==> src/hw/edf_defines.svh <==
// Purpose: Constants for the event data formatter: word tags, types, field positions
// Assumes: Included by the formatter design file
// Notes: Positions refer to 18-bit processing-buffer words or 36-bit output words
`ifndef EDF_DEFINES_SVH
`define EDF_DEFINES_SVH
`define EDF_WORD_W 36
`define EDF_DATA_W 18
`define EDF_TAG_HDR 4'h1
`define EDF_TAG_NONE 4'h0
`define EDF_TYPE_HDR 4'h2
`define EDF_TYPE_TS 4'h3
`define EDF_TYPE_WIN 4'h4
`define EDF_TYPE_PRAW 4'h6
`define EDF_TYPE_PINT 4'h7
`define EDF_TYPE_PTIME 4'h8
`define EDF_TRAILER 36'h2E8000000
`define EDF_NO_CROSS 16'hFFF0
`define EDF_PULSE_MARK 2'h2
`define EDF_QUALITY 2'h0
`define EDF_LOC_TS2 3'h5
`define EDF_LOC_WIN 4'h5
`define EDF_LOC_DATA 4'h6
`define EDF_MIN_PENDING 1
`define EDF_EXTRA_ODD 2'h1
`define EDF_EXTRA_EVEN 2'h2
`define EDF_HALF_MSB 15
`define EDF_MARK_MSB 17
`define EDF_MARK_LSB 16
`define EDF_INV_BIT 13
`define EDF_SMP_MSB 12
`define EDF_PN_MSB 11
`define EDF_PN_LSB 10
`define EDF_TNUM_MSB 10
`define EDF_TIME_MSB 9
`define EDF_BYTE_MSB 7
`define EDF_SUMLO_MSB 2
`endif

==> src/hw/edf_pkg.sv <==
// Purpose: Types shared by the event data formatter
// Assumes: Constants come from edf_defines.svh
// Notes: Output word carried as a packed struct of tag nibble and 32-bit body
package edf_pkg;
  typedef struct packed {
    logic [3:0] tag;
    logic [31:0] body;
  } edf_word_t;
  typedef enum logic [2:0] {
    M_IDLE, M_POP, M_HDR, M_CHK, M_CALL, M_NEXT, M_TRAIL, M_DONE
  } edf_main_t;
  typedef enum logic [1:0] {S0_IDLE, S0_WIN, S0_PAIR, S0_DONE} edf_s0_t;
  typedef enum logic [1:0] {S1_IDLE, S1_PULSE, S1_PAIR, S1_DONE} edf_s1_t;
  typedef enum logic [2:0] {S2_IDLE, S2_TIME, S2_SUMHI, S2_SUMLO, S2_DONE} edf_s2_t;
endpackage

==> src/hw/edf_formatter.sv <==
// Purpose: Event data formatter; reads processing buffer, writes 36-bit tagged words
// Assumes: Buffer read data valid one clock after the address; one clock domain
// Notes: A 32-word FIFO decouples word assembly from the external FIFO
`include "edf_defines.svh"

module edf_fifo
  import edf_pkg::*;
#(
  parameter int W = `EDF_WORD_W,
  parameter int DEPTH = 32
) (
  input wire logic core_clk,
  input wire logic sys_rst,
  input wire logic in_valid,
  output logic in_ready,
  input wire logic [W-1:0] in_data,
  output logic out_valid,
  input wire logic out_ready,
  output logic [W-1:0] out_data
);
  localparam int PW = $clog2(DEPTH);
  logic [W-1:0] mem [DEPTH];
  logic [PW:0] wr_ptr_r, rd_ptr_r;
  wire logic full = (wr_ptr_r[PW] != rd_ptr_r[PW]) && (wr_ptr_r[PW-1:0] == rd_ptr_r[PW-1:0]);
  wire logic empty = (wr_ptr_r == rd_ptr_r);
  wire logic do_wr = in_valid && !full;
  wire logic do_rd = out_ready && !empty;

  // Handshake flags straight from pointers, head word from the array flops
  assign in_ready = !full;
  assign out_valid = !empty;
  assign out_data = mem[rd_ptr_r[PW-1:0]];

  // Storage has no reset; only the pointers define content
  always_ff @(posedge core_clk) begin
    if (do_wr) mem[wr_ptr_r[PW-1:0]] <= in_data;
  end

  // Extra pointer bit tells full from empty
  always_ff @(posedge core_clk or posedge sys_rst) begin
    if (sys_rst) begin
      wr_ptr_r <= '0;
      rd_ptr_r <= '0;
    end else begin
      wr_ptr_r <= wr_ptr_r + (PW+1)'(do_wr);
      rd_ptr_r <= rd_ptr_r + (PW+1)'(do_rd);
    end
  end
endmodule // edf_fifo

module edf_formatter
  import edf_pkg::*;
#(
  parameter int NCH = 8,
  parameter int AW = 12,
  parameter int CW = 8,
  parameter int FIFO_DEPTH = 32
) (
  input wire logic core_clk,
  input wire logic sys_rst,
  input wire logic [1:0] mode,
  input wire logic [11:0] window_width,
  input wire logic [NCH-1:0][CW-1:0] pending_block_count,
  input wire logic [NCH-1:0][AW-1:0] start_addr,
  input wire logic [NCH-1:0][AW-1:0] last_addr,
  output logic addr_pop,
  output logic pending_dec,
  output logic fifo_clk_run,
  output logic [AW-1:0] proc_buffer_addr,
  input wire logic [NCH-1:0][`EDF_DATA_W-1:0] proc_buffer_rdata,
  output logic ext_fifo_wr,
  output edf_word_t ext_fifo_wdata,
  input wire logic ext_fifo_full
);
  localparam int CHW = $clog2(NCH);
  edf_main_t state_r, state_nxt;
  edf_s0_t s0_r, s0_nxt;
  edf_s1_t s1_r, s1_nxt;
  edf_s2_t s2_r, s2_nxt;
  logic [AW-1:0] addr_r, addr_nxt;
  logic [AW-1:0] start_r [NCH], last_r [NCH];
  logic fresh_r, pair_hi_r, tail_r, run_r;
  logic [2:0] loc_r;
  logic [CHW-1:0] ch_r;
  logic [1:0] mode_r, pn_r, extra_r;
  logic [11:0] width_r;
  logic [15:0] hold_r;
  logic [NCH-1:0] gt1_w;
  logic push_ready, fifo_out_valid;
  edf_word_t fifo_out_data;

  // Pending block counts compared per channel
  for (genvar g = 0; g < NCH; g++) begin : g_pend
    assign gt1_w[g] = pending_block_count[g] > CW'(`EDF_MIN_PENDING);
  end
  wire logic all_ready = &gt1_w;

  // Read data of the channel being formatted
  wire logic [`EDF_DATA_W-1:0] rd_w = proc_buffer_rdata[ch_r];
  wire logic [3:0] chan_w = 4'(ch_r);
  wire logic last_ch = (ch_r == CHW'(NCH-1));
  wire logic at_last = (addr_r == last_r[ch_r]);
  wire logic no_cross = (rd_w[`EDF_HALF_MSB:0] == `EDF_NO_CROSS);
  wire logic is_pulse = (rd_w[`EDF_MARK_MSB:`EDF_MARK_LSB] == `EDF_PULSE_MARK);
  wire logic pair_act = (s0_r == S0_PAIR) || (s1_r == S1_PAIR);

  // Words assembled from buffer data; time stamp passes through untouched
  wire edf_word_t w_hdr = {`EDF_TAG_HDR, 1'b1, `EDF_TYPE_HDR,
                           hold_r[`EDF_TNUM_MSB:0], rd_w[`EDF_HALF_MSB:0]};
  wire edf_word_t w_ts1 = {`EDF_TAG_NONE, 1'b1, `EDF_TYPE_TS, 3'h0,
                           hold_r[`EDF_BYTE_MSB:0], rd_w[`EDF_HALF_MSB:0]};
  wire edf_word_t w_ts2 = {`EDF_TAG_NONE, 8'h00,
                           hold_r[`EDF_BYTE_MSB:0], rd_w[`EDF_HALF_MSB:0]};
  wire edf_word_t w_win = {`EDF_TAG_NONE, 1'b1, `EDF_TYPE_WIN, chan_w, 11'h000,
                           width_r};
  wire edf_word_t w_praw = {`EDF_TAG_NONE, 1'b1, `EDF_TYPE_PRAW, chan_w,
                            rd_w[`EDF_PN_MSB:`EDF_PN_LSB], 11'h000,
                            rd_w[`EDF_TIME_MSB:0]};
  wire edf_word_t w_pair = {`EDF_TAG_NONE, 2'h0, hold_r[`EDF_INV_BIT],
                            hold_r[`EDF_SMP_MSB:0], 2'h0, rd_w[`EDF_INV_BIT],
                            rd_w[`EDF_SMP_MSB:0]};
  wire edf_word_t w_ptime = {`EDF_TAG_NONE, 1'b1, `EDF_TYPE_PTIME, chan_w,
                             rd_w[`EDF_PN_MSB:`EDF_PN_LSB], `EDF_QUALITY, 3'h0, 6'h00,
                             rd_w[`EDF_TIME_MSB:0]};
  wire edf_word_t w_pint = {`EDF_TAG_NONE, 1'b1, `EDF_TYPE_PINT, chan_w, pn_r,
                            `EDF_QUALITY, hold_r, rd_w[`EDF_SUMLO_MSB:0]};
  wire edf_word_t w_trl = `EDF_TRAILER;

  // Push requests; every word waits for a fresh buffer read where it needs one
  wire logic p_hdr = (state_r == M_HDR) && fresh_r && loc_r[0];
  wire logic p_trl = (state_r == M_TRAIL);
  wire logic p_win = (s0_r == S0_WIN);
  wire logic p_praw = (s1_r == S1_PULSE) && fresh_r;
  wire logic p_pair = pair_act && fresh_r && pair_hi_r;
  wire logic p_ptime = (s2_r == S2_TIME) && fresh_r && is_pulse;
  wire logic p_pint = (s2_r == S2_SUMLO) && fresh_r;
  wire logic push_valid = p_hdr | p_trl | p_win | p_praw | p_pair | p_ptime | p_pint;
  wire edf_word_t hdr_word = (loc_r == 3'h1) ? w_hdr : (loc_r == 3'h3) ? w_ts1 : w_ts2;
  wire edf_word_t push_data = p_hdr ? hdr_word : p_trl ? w_trl : p_win ? w_win :
                              p_praw ? w_praw : p_pair ? w_pair :
                              p_ptime ? w_ptime : w_pint;

  // Consumption of a buffer word; stalls ride on push_ready
  wire logic hdr_take = (state_r == M_HDR) && fresh_r && (!loc_r[0] || push_ready);
  wire logic win_take = p_win && push_ready;
  wire logic praw_take = p_praw && push_ready;
  wire logic pair_take = pair_act && fresh_r && (!pair_hi_r || push_ready);
  wire logic ptime_take = p_ptime && push_ready;
  wire logic sumhi_take = (s2_r == S2_SUMHI) && fresh_r;
  wire logic pint_take = p_pint && push_ready;
  wire logic pair_done = pair_take && tail_r && (extra_r == `EDF_EXTRA_ODD);
  wire logic hdr_end = hdr_take && (loc_r == `EDF_LOC_TS2);
  wire logic chk_go = (state_r == M_CHK) && fresh_r && !no_cross;
  wire logic chk_skip = (state_r == M_CHK) && fresh_r && no_cross;
  wire logic next_load = (state_r == M_NEXT) && !last_ch;
  wire logic step = (hdr_take && !hdr_end) | win_take | praw_take | pair_take |
                    ptime_take | sumhi_take | pint_take;
  wire logic sub_done = (s0_r == S0_DONE) || (s1_r == S1_DONE) || (s2_r == S2_DONE);
  wire logic [CHW-1:0] ch_sel = next_load ? ch_r + CHW'(1) : ch_r;
  wire logic [AW-1:0] halt_off = (mode_r == 2'h0) ? AW'(`EDF_LOC_WIN) : AW'(`EDF_LOC_DATA);

  // Address counter: loads on pop, channel peek and halt point, else steps
  always_comb begin
    addr_nxt = addr_r;
    if (state_r == M_POP) addr_nxt = start_addr[0];
    else if (hdr_end || next_load) addr_nxt = start_r[ch_sel] + AW'(`EDF_LOC_DATA);
    else if (chk_go) addr_nxt = start_r[ch_r] + halt_off;
    else if (step) addr_nxt = addr_r + AW'(1);
  end

  // Main sequencer
  always_comb begin
    state_nxt = state_r;
    unique case (state_r)
      M_IDLE: if (all_ready) state_nxt = M_POP;
      M_POP: state_nxt = M_HDR;
      M_HDR: if (hdr_end) state_nxt = M_CHK;
      M_CHK: begin
        if (chk_skip) state_nxt = M_NEXT;
        else if (chk_go) state_nxt = M_CALL;
      end
      M_CALL: if (sub_done) state_nxt = M_NEXT;
      M_NEXT: state_nxt = last_ch ? M_TRAIL : M_CHK;
      M_TRAIL: if (push_ready) state_nxt = M_DONE;
      M_DONE: state_nxt = M_IDLE;
    endcase
  end

  // Mode 0 machine: generated window word, then sample pairs
  always_comb begin
    s0_nxt = s0_r;
    unique case (s0_r)
      S0_IDLE: if (state_r == M_CALL && mode_r == 2'h0) s0_nxt = S0_WIN;
      S0_WIN: if (win_take) s0_nxt = S0_PAIR;
      S0_PAIR: if (pair_done) s0_nxt = S0_DONE;
      S0_DONE: s0_nxt = S0_IDLE;
    endcase
  end
  // Mode 1 machine: pulse raw word, then sample pairs
  always_comb begin
    s1_nxt = s1_r;
    unique case (s1_r)
      S1_IDLE: if (state_r == M_CALL && mode_r == 2'h1) s1_nxt = S1_PULSE;
      S1_PULSE: if (praw_take) s1_nxt = S1_PAIR;
      S1_PAIR: if (pair_done) s1_nxt = S1_DONE;
      S1_DONE: s1_nxt = S1_IDLE;
    endcase
  end
  // Mode 2 machine: pulse time and integral per pulse, leftovers never pushed
  always_comb begin
    s2_nxt = s2_r;
    unique case (s2_r)
      S2_IDLE: if (state_r == M_CALL && mode_r == 2'h2) s2_nxt = S2_TIME;
      S2_TIME: begin
        if (fresh_r && !is_pulse) s2_nxt = S2_DONE;
        else if (ptime_take) s2_nxt = S2_SUMHI;
      end
      S2_SUMHI: if (sumhi_take) s2_nxt = S2_SUMLO;
      S2_SUMLO: if (pint_take) s2_nxt = at_last ? S2_DONE : S2_TIME;
      default: s2_nxt = S2_IDLE;
    endcase
  end

  // State registers
  always_ff @(posedge core_clk or posedge sys_rst) begin
    if (sys_rst) begin
      state_r <= M_IDLE;
      s0_r <= S0_IDLE;
      s1_r <= S1_IDLE;
      s2_r <= S2_IDLE;
    end else begin
      state_r <= state_nxt;
      s0_r <= s0_nxt;
      s1_r <= s1_nxt;
      s2_r <= s2_nxt;
    end
  end

  // Address and read freshness; data is valid one clock after any address change
  always_ff @(posedge core_clk or posedge sys_rst) begin
    if (sys_rst) begin
      addr_r <= '0;
      fresh_r <= 1'b0;
    end else begin
      addr_r <= addr_nxt;
      fresh_r <= (addr_nxt == addr_r) && (state_r != M_POP) && !hdr_end && !next_load
                 && !chk_go && !step;
    end
  end

  // Event context captured when the addresses are popped
  always_ff @(posedge core_clk or posedge sys_rst) begin
    if (sys_rst) begin
      mode_r <= 2'h0;
      width_r <= 12'h000;
      run_r <= 1'b0;
      loc_r <= 3'h0;
      ch_r <= '0;
    end else begin
      if (state_r == M_POP) begin
        mode_r <= mode;
        width_r <= window_width;
      end
      if (state_r == M_POP) run_r <= 1'b1;
      else if (state_r == M_DONE) run_r <= 1'b0;
      if (state_r == M_POP) loc_r <= 3'h0;
      else if (hdr_take) loc_r <= loc_r + 3'h1;
      if (state_r == M_POP) ch_r <= '0;
      else if (next_load) ch_r <= ch_sel;
    end
  end

  // Address table; no reset needed, written before any use
  always_ff @(posedge core_clk) begin
    if (state_r == M_POP) begin
      for (int i = 0; i < NCH; i++) begin
        start_r[i] <= start_addr[i];
        last_r[i] <= last_addr[i];
      end
    end
  end
  // Held half-words and pulse number
  always_ff @(posedge core_clk or posedge sys_rst) begin
    if (sys_rst) begin
      hold_r <= 16'h0000;
      pn_r <= 2'h0;
    end else begin
      if ((hdr_take && !loc_r[0]) || (pair_take && !pair_hi_r) || sumhi_take)
        hold_r <= rd_w[`EDF_HALF_MSB:0];
      if (ptime_take) pn_r <= rd_w[`EDF_PN_MSB:`EDF_PN_LSB];
    end
  end

  // Tail count: past the last address one more sample if odd, two if even
  always_ff @(posedge core_clk or posedge sys_rst) begin
    if (sys_rst) begin
      pair_hi_r <= 1'b0;
      tail_r <= 1'b0;
      extra_r <= 2'h0;
    end else if (state_r == M_CHK) begin
      pair_hi_r <= 1'b0;
      tail_r <= 1'b0;
    end else if (pair_take) begin
      pair_hi_r <= !pair_hi_r;
      if (!tail_r && at_last) begin
        tail_r <= 1'b1;
        extra_r <= pair_hi_r ? `EDF_EXTRA_EVEN : `EDF_EXTRA_ODD;
      end else if (tail_r) begin
        extra_r <= extra_r - 2'h1;
      end
    end
  end
  // Word buffer between assembly and the external FIFO
  edf_fifo #(.W(`EDF_WORD_W), .DEPTH(FIFO_DEPTH)) u_fifo (
    .core_clk(core_clk),
    .sys_rst(sys_rst),
    .in_valid(push_valid),
    .in_ready(push_ready),
    .in_data(push_data),
    .out_valid(fifo_out_valid),
    .out_ready(!ext_fifo_full),
    .out_data(fifo_out_data)
  );
  // Outputs; a full external FIFO simply holds the head word in place
  assign ext_fifo_wr = fifo_out_valid && !ext_fifo_full;
  assign ext_fifo_wdata = fifo_out_data;
  assign addr_pop = (state_r == M_POP);
  assign pending_dec = (state_r == M_DONE);
  assign fifo_clk_run = run_r;
  assign proc_buffer_addr = addr_r;
endmodule // edf_formatter

==> config.mk <==
export PLATFORM = sky130hd
export DESIGN_NAME = edf_formatter
export DESIGN_NICKNAME = d
export VERILOG_FILES = /design/src/hw/edf_pkg.sv /design/src/hw/edf_formatter.sv
export VERILOG_INCLUDE_DIRS = /design/src /design/src/hw
export SDC_FILE = /design/constraint.sdc
export NUM_CORES = 1
export LEC_CHECK = 0
export ABC_AREA = 1
export ABC_CLOCK_PERIOD_IN_PS = 10300
export BUFFER_PORTS_ARGS = -buffer_cell sky130_fd_sc_hd__buf_2
export CAP_MARGIN = 20
export CORE_MARGIN = 2
export CORE_UTILIZATION = 40
export CTS_CLUSTER_DIAMETER = 30
export DETAILED_ROUTE_END_ITERATION = 7
export GPL_ROUTABILITY_DRIVEN = 0
export PLACE_DENSITY = 0.59
export SETUP_SLACK_MARGIN = 0.4
export SKIP_LAST_GASP = 1
export SYNTH_ARGS = -nofsm -noshare
export SYNTH_HDL_FRONTEND = slang
export SYNTH_SLANG_ARGS = --single-unit
==> constraint.sdc <==
create_clock -name core_clk -period 10.3 [get_ports core_clk]
set_clock_uncertainty 0.2 [all_clocks]
set_input_delay 0.515 -clock core_clk [delete_from_list [all_inputs] [get_ports core_clk]]
set_output_delay 0.515 -clock core_clk [all_outputs]
set_load 0.01 [all_outputs]
==> key figures <==
Run status
  • Status: finished, final reports clean

STA
  • Final setup violation count: 0
  • Period Utilization, post-route: 0.593
  • RSZ-0062 raised after global routing: no
  • Hold Violations, Final: 0
  • Maximum clock rate: 164 MHz
  • Worst-Margin Slew: 1150 ps
  • TNS Setup: 0 ps
  • Crit path time final: a little over 6000 ps
  • Headroom to the max-slew limit: 0.222
  • Max Transition Viols Final: 0

Drt
  • Via Count: 44300
  • Routed Antenna Nets: 0
  • Routed vias/inst: 5.51
  • First-pass DRT Iterations: 6
  • Drt wl/cell: 23.1 um
  • DRT Wirelength: between 150 and 200 mm
  • DRT iter0 DRCs: 4618
  • DRC violations left: 0

Cells and area
  • # fillers: between 10000 and 15000
  • Layout cells sized above 1: 0.188
  • P&R area growth vs syn: 28.7%
  • Final #Nets: 6336
  • Final non-filler cell total: 8041

GRT
  • Vias in the first global route: around 43000
  • GRT overflow: 0
  • First-pass GRT wire length: 270 mm
  • GRT Total Usage: 0.244
  • Pin count of the biggest net entering global routing: 187
  • Initial antenna violation count: 10

Placed design
  • Inst Count DP: 7285
  • Post-DP HPWL: 102 mm
  • PortBufs: 458

Power and ir drop
  • Pwr/cell area: between 300 and 400 nW/um^2
  • Worst VDD drop: 0.220 mV
  • Leakage: 27.9 nW

Floorplan
  • IO Pins: 469
  • Initial Util: 0.401
  • Die Ht: around 390 um
  • Die Wd: 386 um
  • CORE AREA: 145000 um^2
  • Row Count: 140
  • Die Area: around 150000 um^2

Clock network
  • CTS Hold Bufs: 210
  • CTS tree: built
  • Clock Tree Buf Depth: 4
  • Root Driver: clkbuf_16
  • H-tree level count: 5
  • Clock-pin slew on the worst setup and hold paths: approximately 60 ps
  • Clock sinks: 1358
  • Postcts setup bufs: 0
  • Clk Latency, worst-skew pair: between 800 and 900 ps
  • CTS resizes: 0
  • Total CTS buffers: 308

Worst setup path
  • Most frequent CP cell: buf_4
  • Worst Setup SP: u_fifo.rd_ptr_r[0]
  • R2R Setup Slk: 5330 ps
  • Arr. time, crit path: 5390 ps
  • Buf/Inv on CP: 5
  • Crit Path Max Fanout: 103
  • Worst stage delay on the critical path: 920 ps
  • CP Cell Sequence: buf_4 > buf_4 > buf_4 > o21ai_0 > o221ai_1 > nand3_1 > nand4_1 > o21ai_0 > inv_1 > buf_2
  • Startpoint types: register
  • Top delay family on crit path: buffers and inverters
  • Slowest-stage cell, CP: buf_4
  • Critical setup path kind: register to primary output
  • CP endpoint kind: primary output
  • Critical Path RT: 9590 ps
  • Reg2reg start: ch_r[0]

Synthesis
  • Dominant synthesized flop cell: edfxtp_1
  • #FFs+latches synth: 1358
  • Cell count after synthesis: roughly 5100
  • EDFF count, synth: 1280
  • Syn_area_per_cell: roughly 11 um^2
  • Total number of yosys warnings: 0
  • Post-synth ARST share: 0.0574
  • Mapped Area: 58300 um^2
  • Post-synthesis sequential area ratio: 0.693
  • Synth unique cells: 50

Hold path
  • Hold path start: proc_buffer_rdata[27]
  • Worst Hold Class: input port to register

Job
  • Max-cap viol count: 0
[sequential cells by signal, summed over array words and instances, names as in the netlist, 3 cells and up]
register,flops
width_r,12
state_r,3
s2_r,3
proc_buffer_addr,12
last_r,96
ch_r,3
u_fifo.rd_ptr_r,6
start_r,96
hold_r,16
u_fifo.wr_ptr_r,6
u_fifo.mem,1088
loc_r,3
[stage by stage]
step | power, mW | hold slack [ps] | setup slack, ps | util | area, um^2
after global placement | 16.3 | 241 | 5210 | 0.432 | 62700
after floorplan | 13.3 | 244 | 3160 | - | 58300
after CTS | 25.9 | 11.9 | 4200 | 0.516 | 74900
after detailed placement | 16.4 | 241 | 5190 | 0.432 | 62700
final | 26.0 | 60.7 | 4190 | 0.517 | 75000
after global routing | 27.2 | 75.5 | 3890 | 0.517 | 75000
[routing by layer]
metal  global-route usage  wire length [um]  share of wire
met5                    0                23        0.00012
met3               0.0578             17200          0.092
met4               0.0817              5390          0.029
met1                0.327             76300           0.41
met2                0.390             87100           0.47
[cell usage in the layout (no fill, tap or decap), types with 11 or more instances in the layout]
cell type / n
edfxtp_1: 1280
nor2_1: 773
nand2_1: 765
o21ai_0: 731
buf_2: 458
clkbuf_16: 314
nand3_1: 302
inv_1: 223
dlygate4sd3_1: 210
o22ai_1: 168
o221ai_1: 109
buf_4: 88
dfrtp_1: 72
clkinv_2: 49
a21oi_1: 47
o211ai_1: 47
nand4_1: 41
clkbuf_1: 40
nor2_4: 37
clkinv_1: 36
bufinv_16: 35
clkinvlp_4: 30
xor2_1: 26
ha_1: 24
inv_2: 18
nor3_1: 17
o21ai_1: 17
clkinv_4: 14
nor2_2: 12
inv_6: 12
nor4_1: 11
[worst paths after layout]
kind	to	cells after the start
min in group asynchronous	proc_buffer_addr[10]	4
worst min-delay path	hold_r[9]	5
worst max register to register	u_fifo.mem[21][4]	15
worst max-delay path	ext_fifo_wdata[2]	10
max in group asynchronous	ch_r[1]	5
worst min register to register	width_r[9]	2
[where the power goes]
| group | internal [mW] | leakage [nW] | switching [mW] |
|---|---|---|---|
| combinational | 2.21 | 10.4 | 6.16 |
| clock | 6.44 | 4.84 | 2.99 |
| sequential | 7.73 | 12.7 | 0.436 |
| total | 16.4 | 27.9 | 9.58 |
[Yosys cell counts (19+ instances only)]
cell type / number / share of area
a21oi_1: 49 / 0.0042
buf_1: 22 / 0.0014
buf_2: 34 / 0.0029
buf_4: 23 / 0.0030
buf_6: 20 / 0.0039
clkbuf_1: 226 / 0.015
dfrtp_1: 78 / 0.033
edfxtp_1: 1280 / 0.66
ha_1: 24 / 0.0052
inv_1: 227 / 0.015
inv_2: 19 / 0.0012
nand2_1: 765 / 0.049
nand3_1: 302 / 0.026
nand4_1: 41 / 0.0044
nor2_1: 809 / 0.052
o211ai_1: 47 / 0.0061
o21ai_0: 737 / 0.063
o221ai_1: 109 / 0.016
o22ai_1: 180 / 0.019
xor2_1: 26 / 0.0039
[worst reg2reg max path: stages, from the launching register on]
cell,delay [ps]
dfrtp_4,740
inv_4,420
nor2_1,250
nand2_1,70
nand3_1,70
nand3_1,230
nand2_1,190
nand2_1,90
inv_2,60
nor2_2,50
inv_2,100
nor2_2,100
o21ai_4,320
nand3_4,320
nor2_4,750
buf_4,580
[cells by family after synthesis]
logic type,share of synthesized area
AND/OR/NAND/NOR,0.141
flip-flops,0.693
AO/OA/AOI/OAI,0.114
buffers and inverters,0.0418
XOR/XNOR,0.00421
adder cells (fa/ha/maj),0.00550
other,0.0000643
[area by class of cell]
class                           count  area, um^2  area share
Timing Repair Buffer              768        5290      0.0705
Antenna cell                        3        7.51    0.000100
Sequential cell                  1358       40400       0.539
Clock buffer                      360        8090       0.108
Tap cell                         1917        2400      0.0320
Clock inverter                    177        1940      0.0259
Inverter                          249         961      0.0128
Multi-Input combinational cell   3209       15900       0.212
Power figures use the tool's default switching activity.
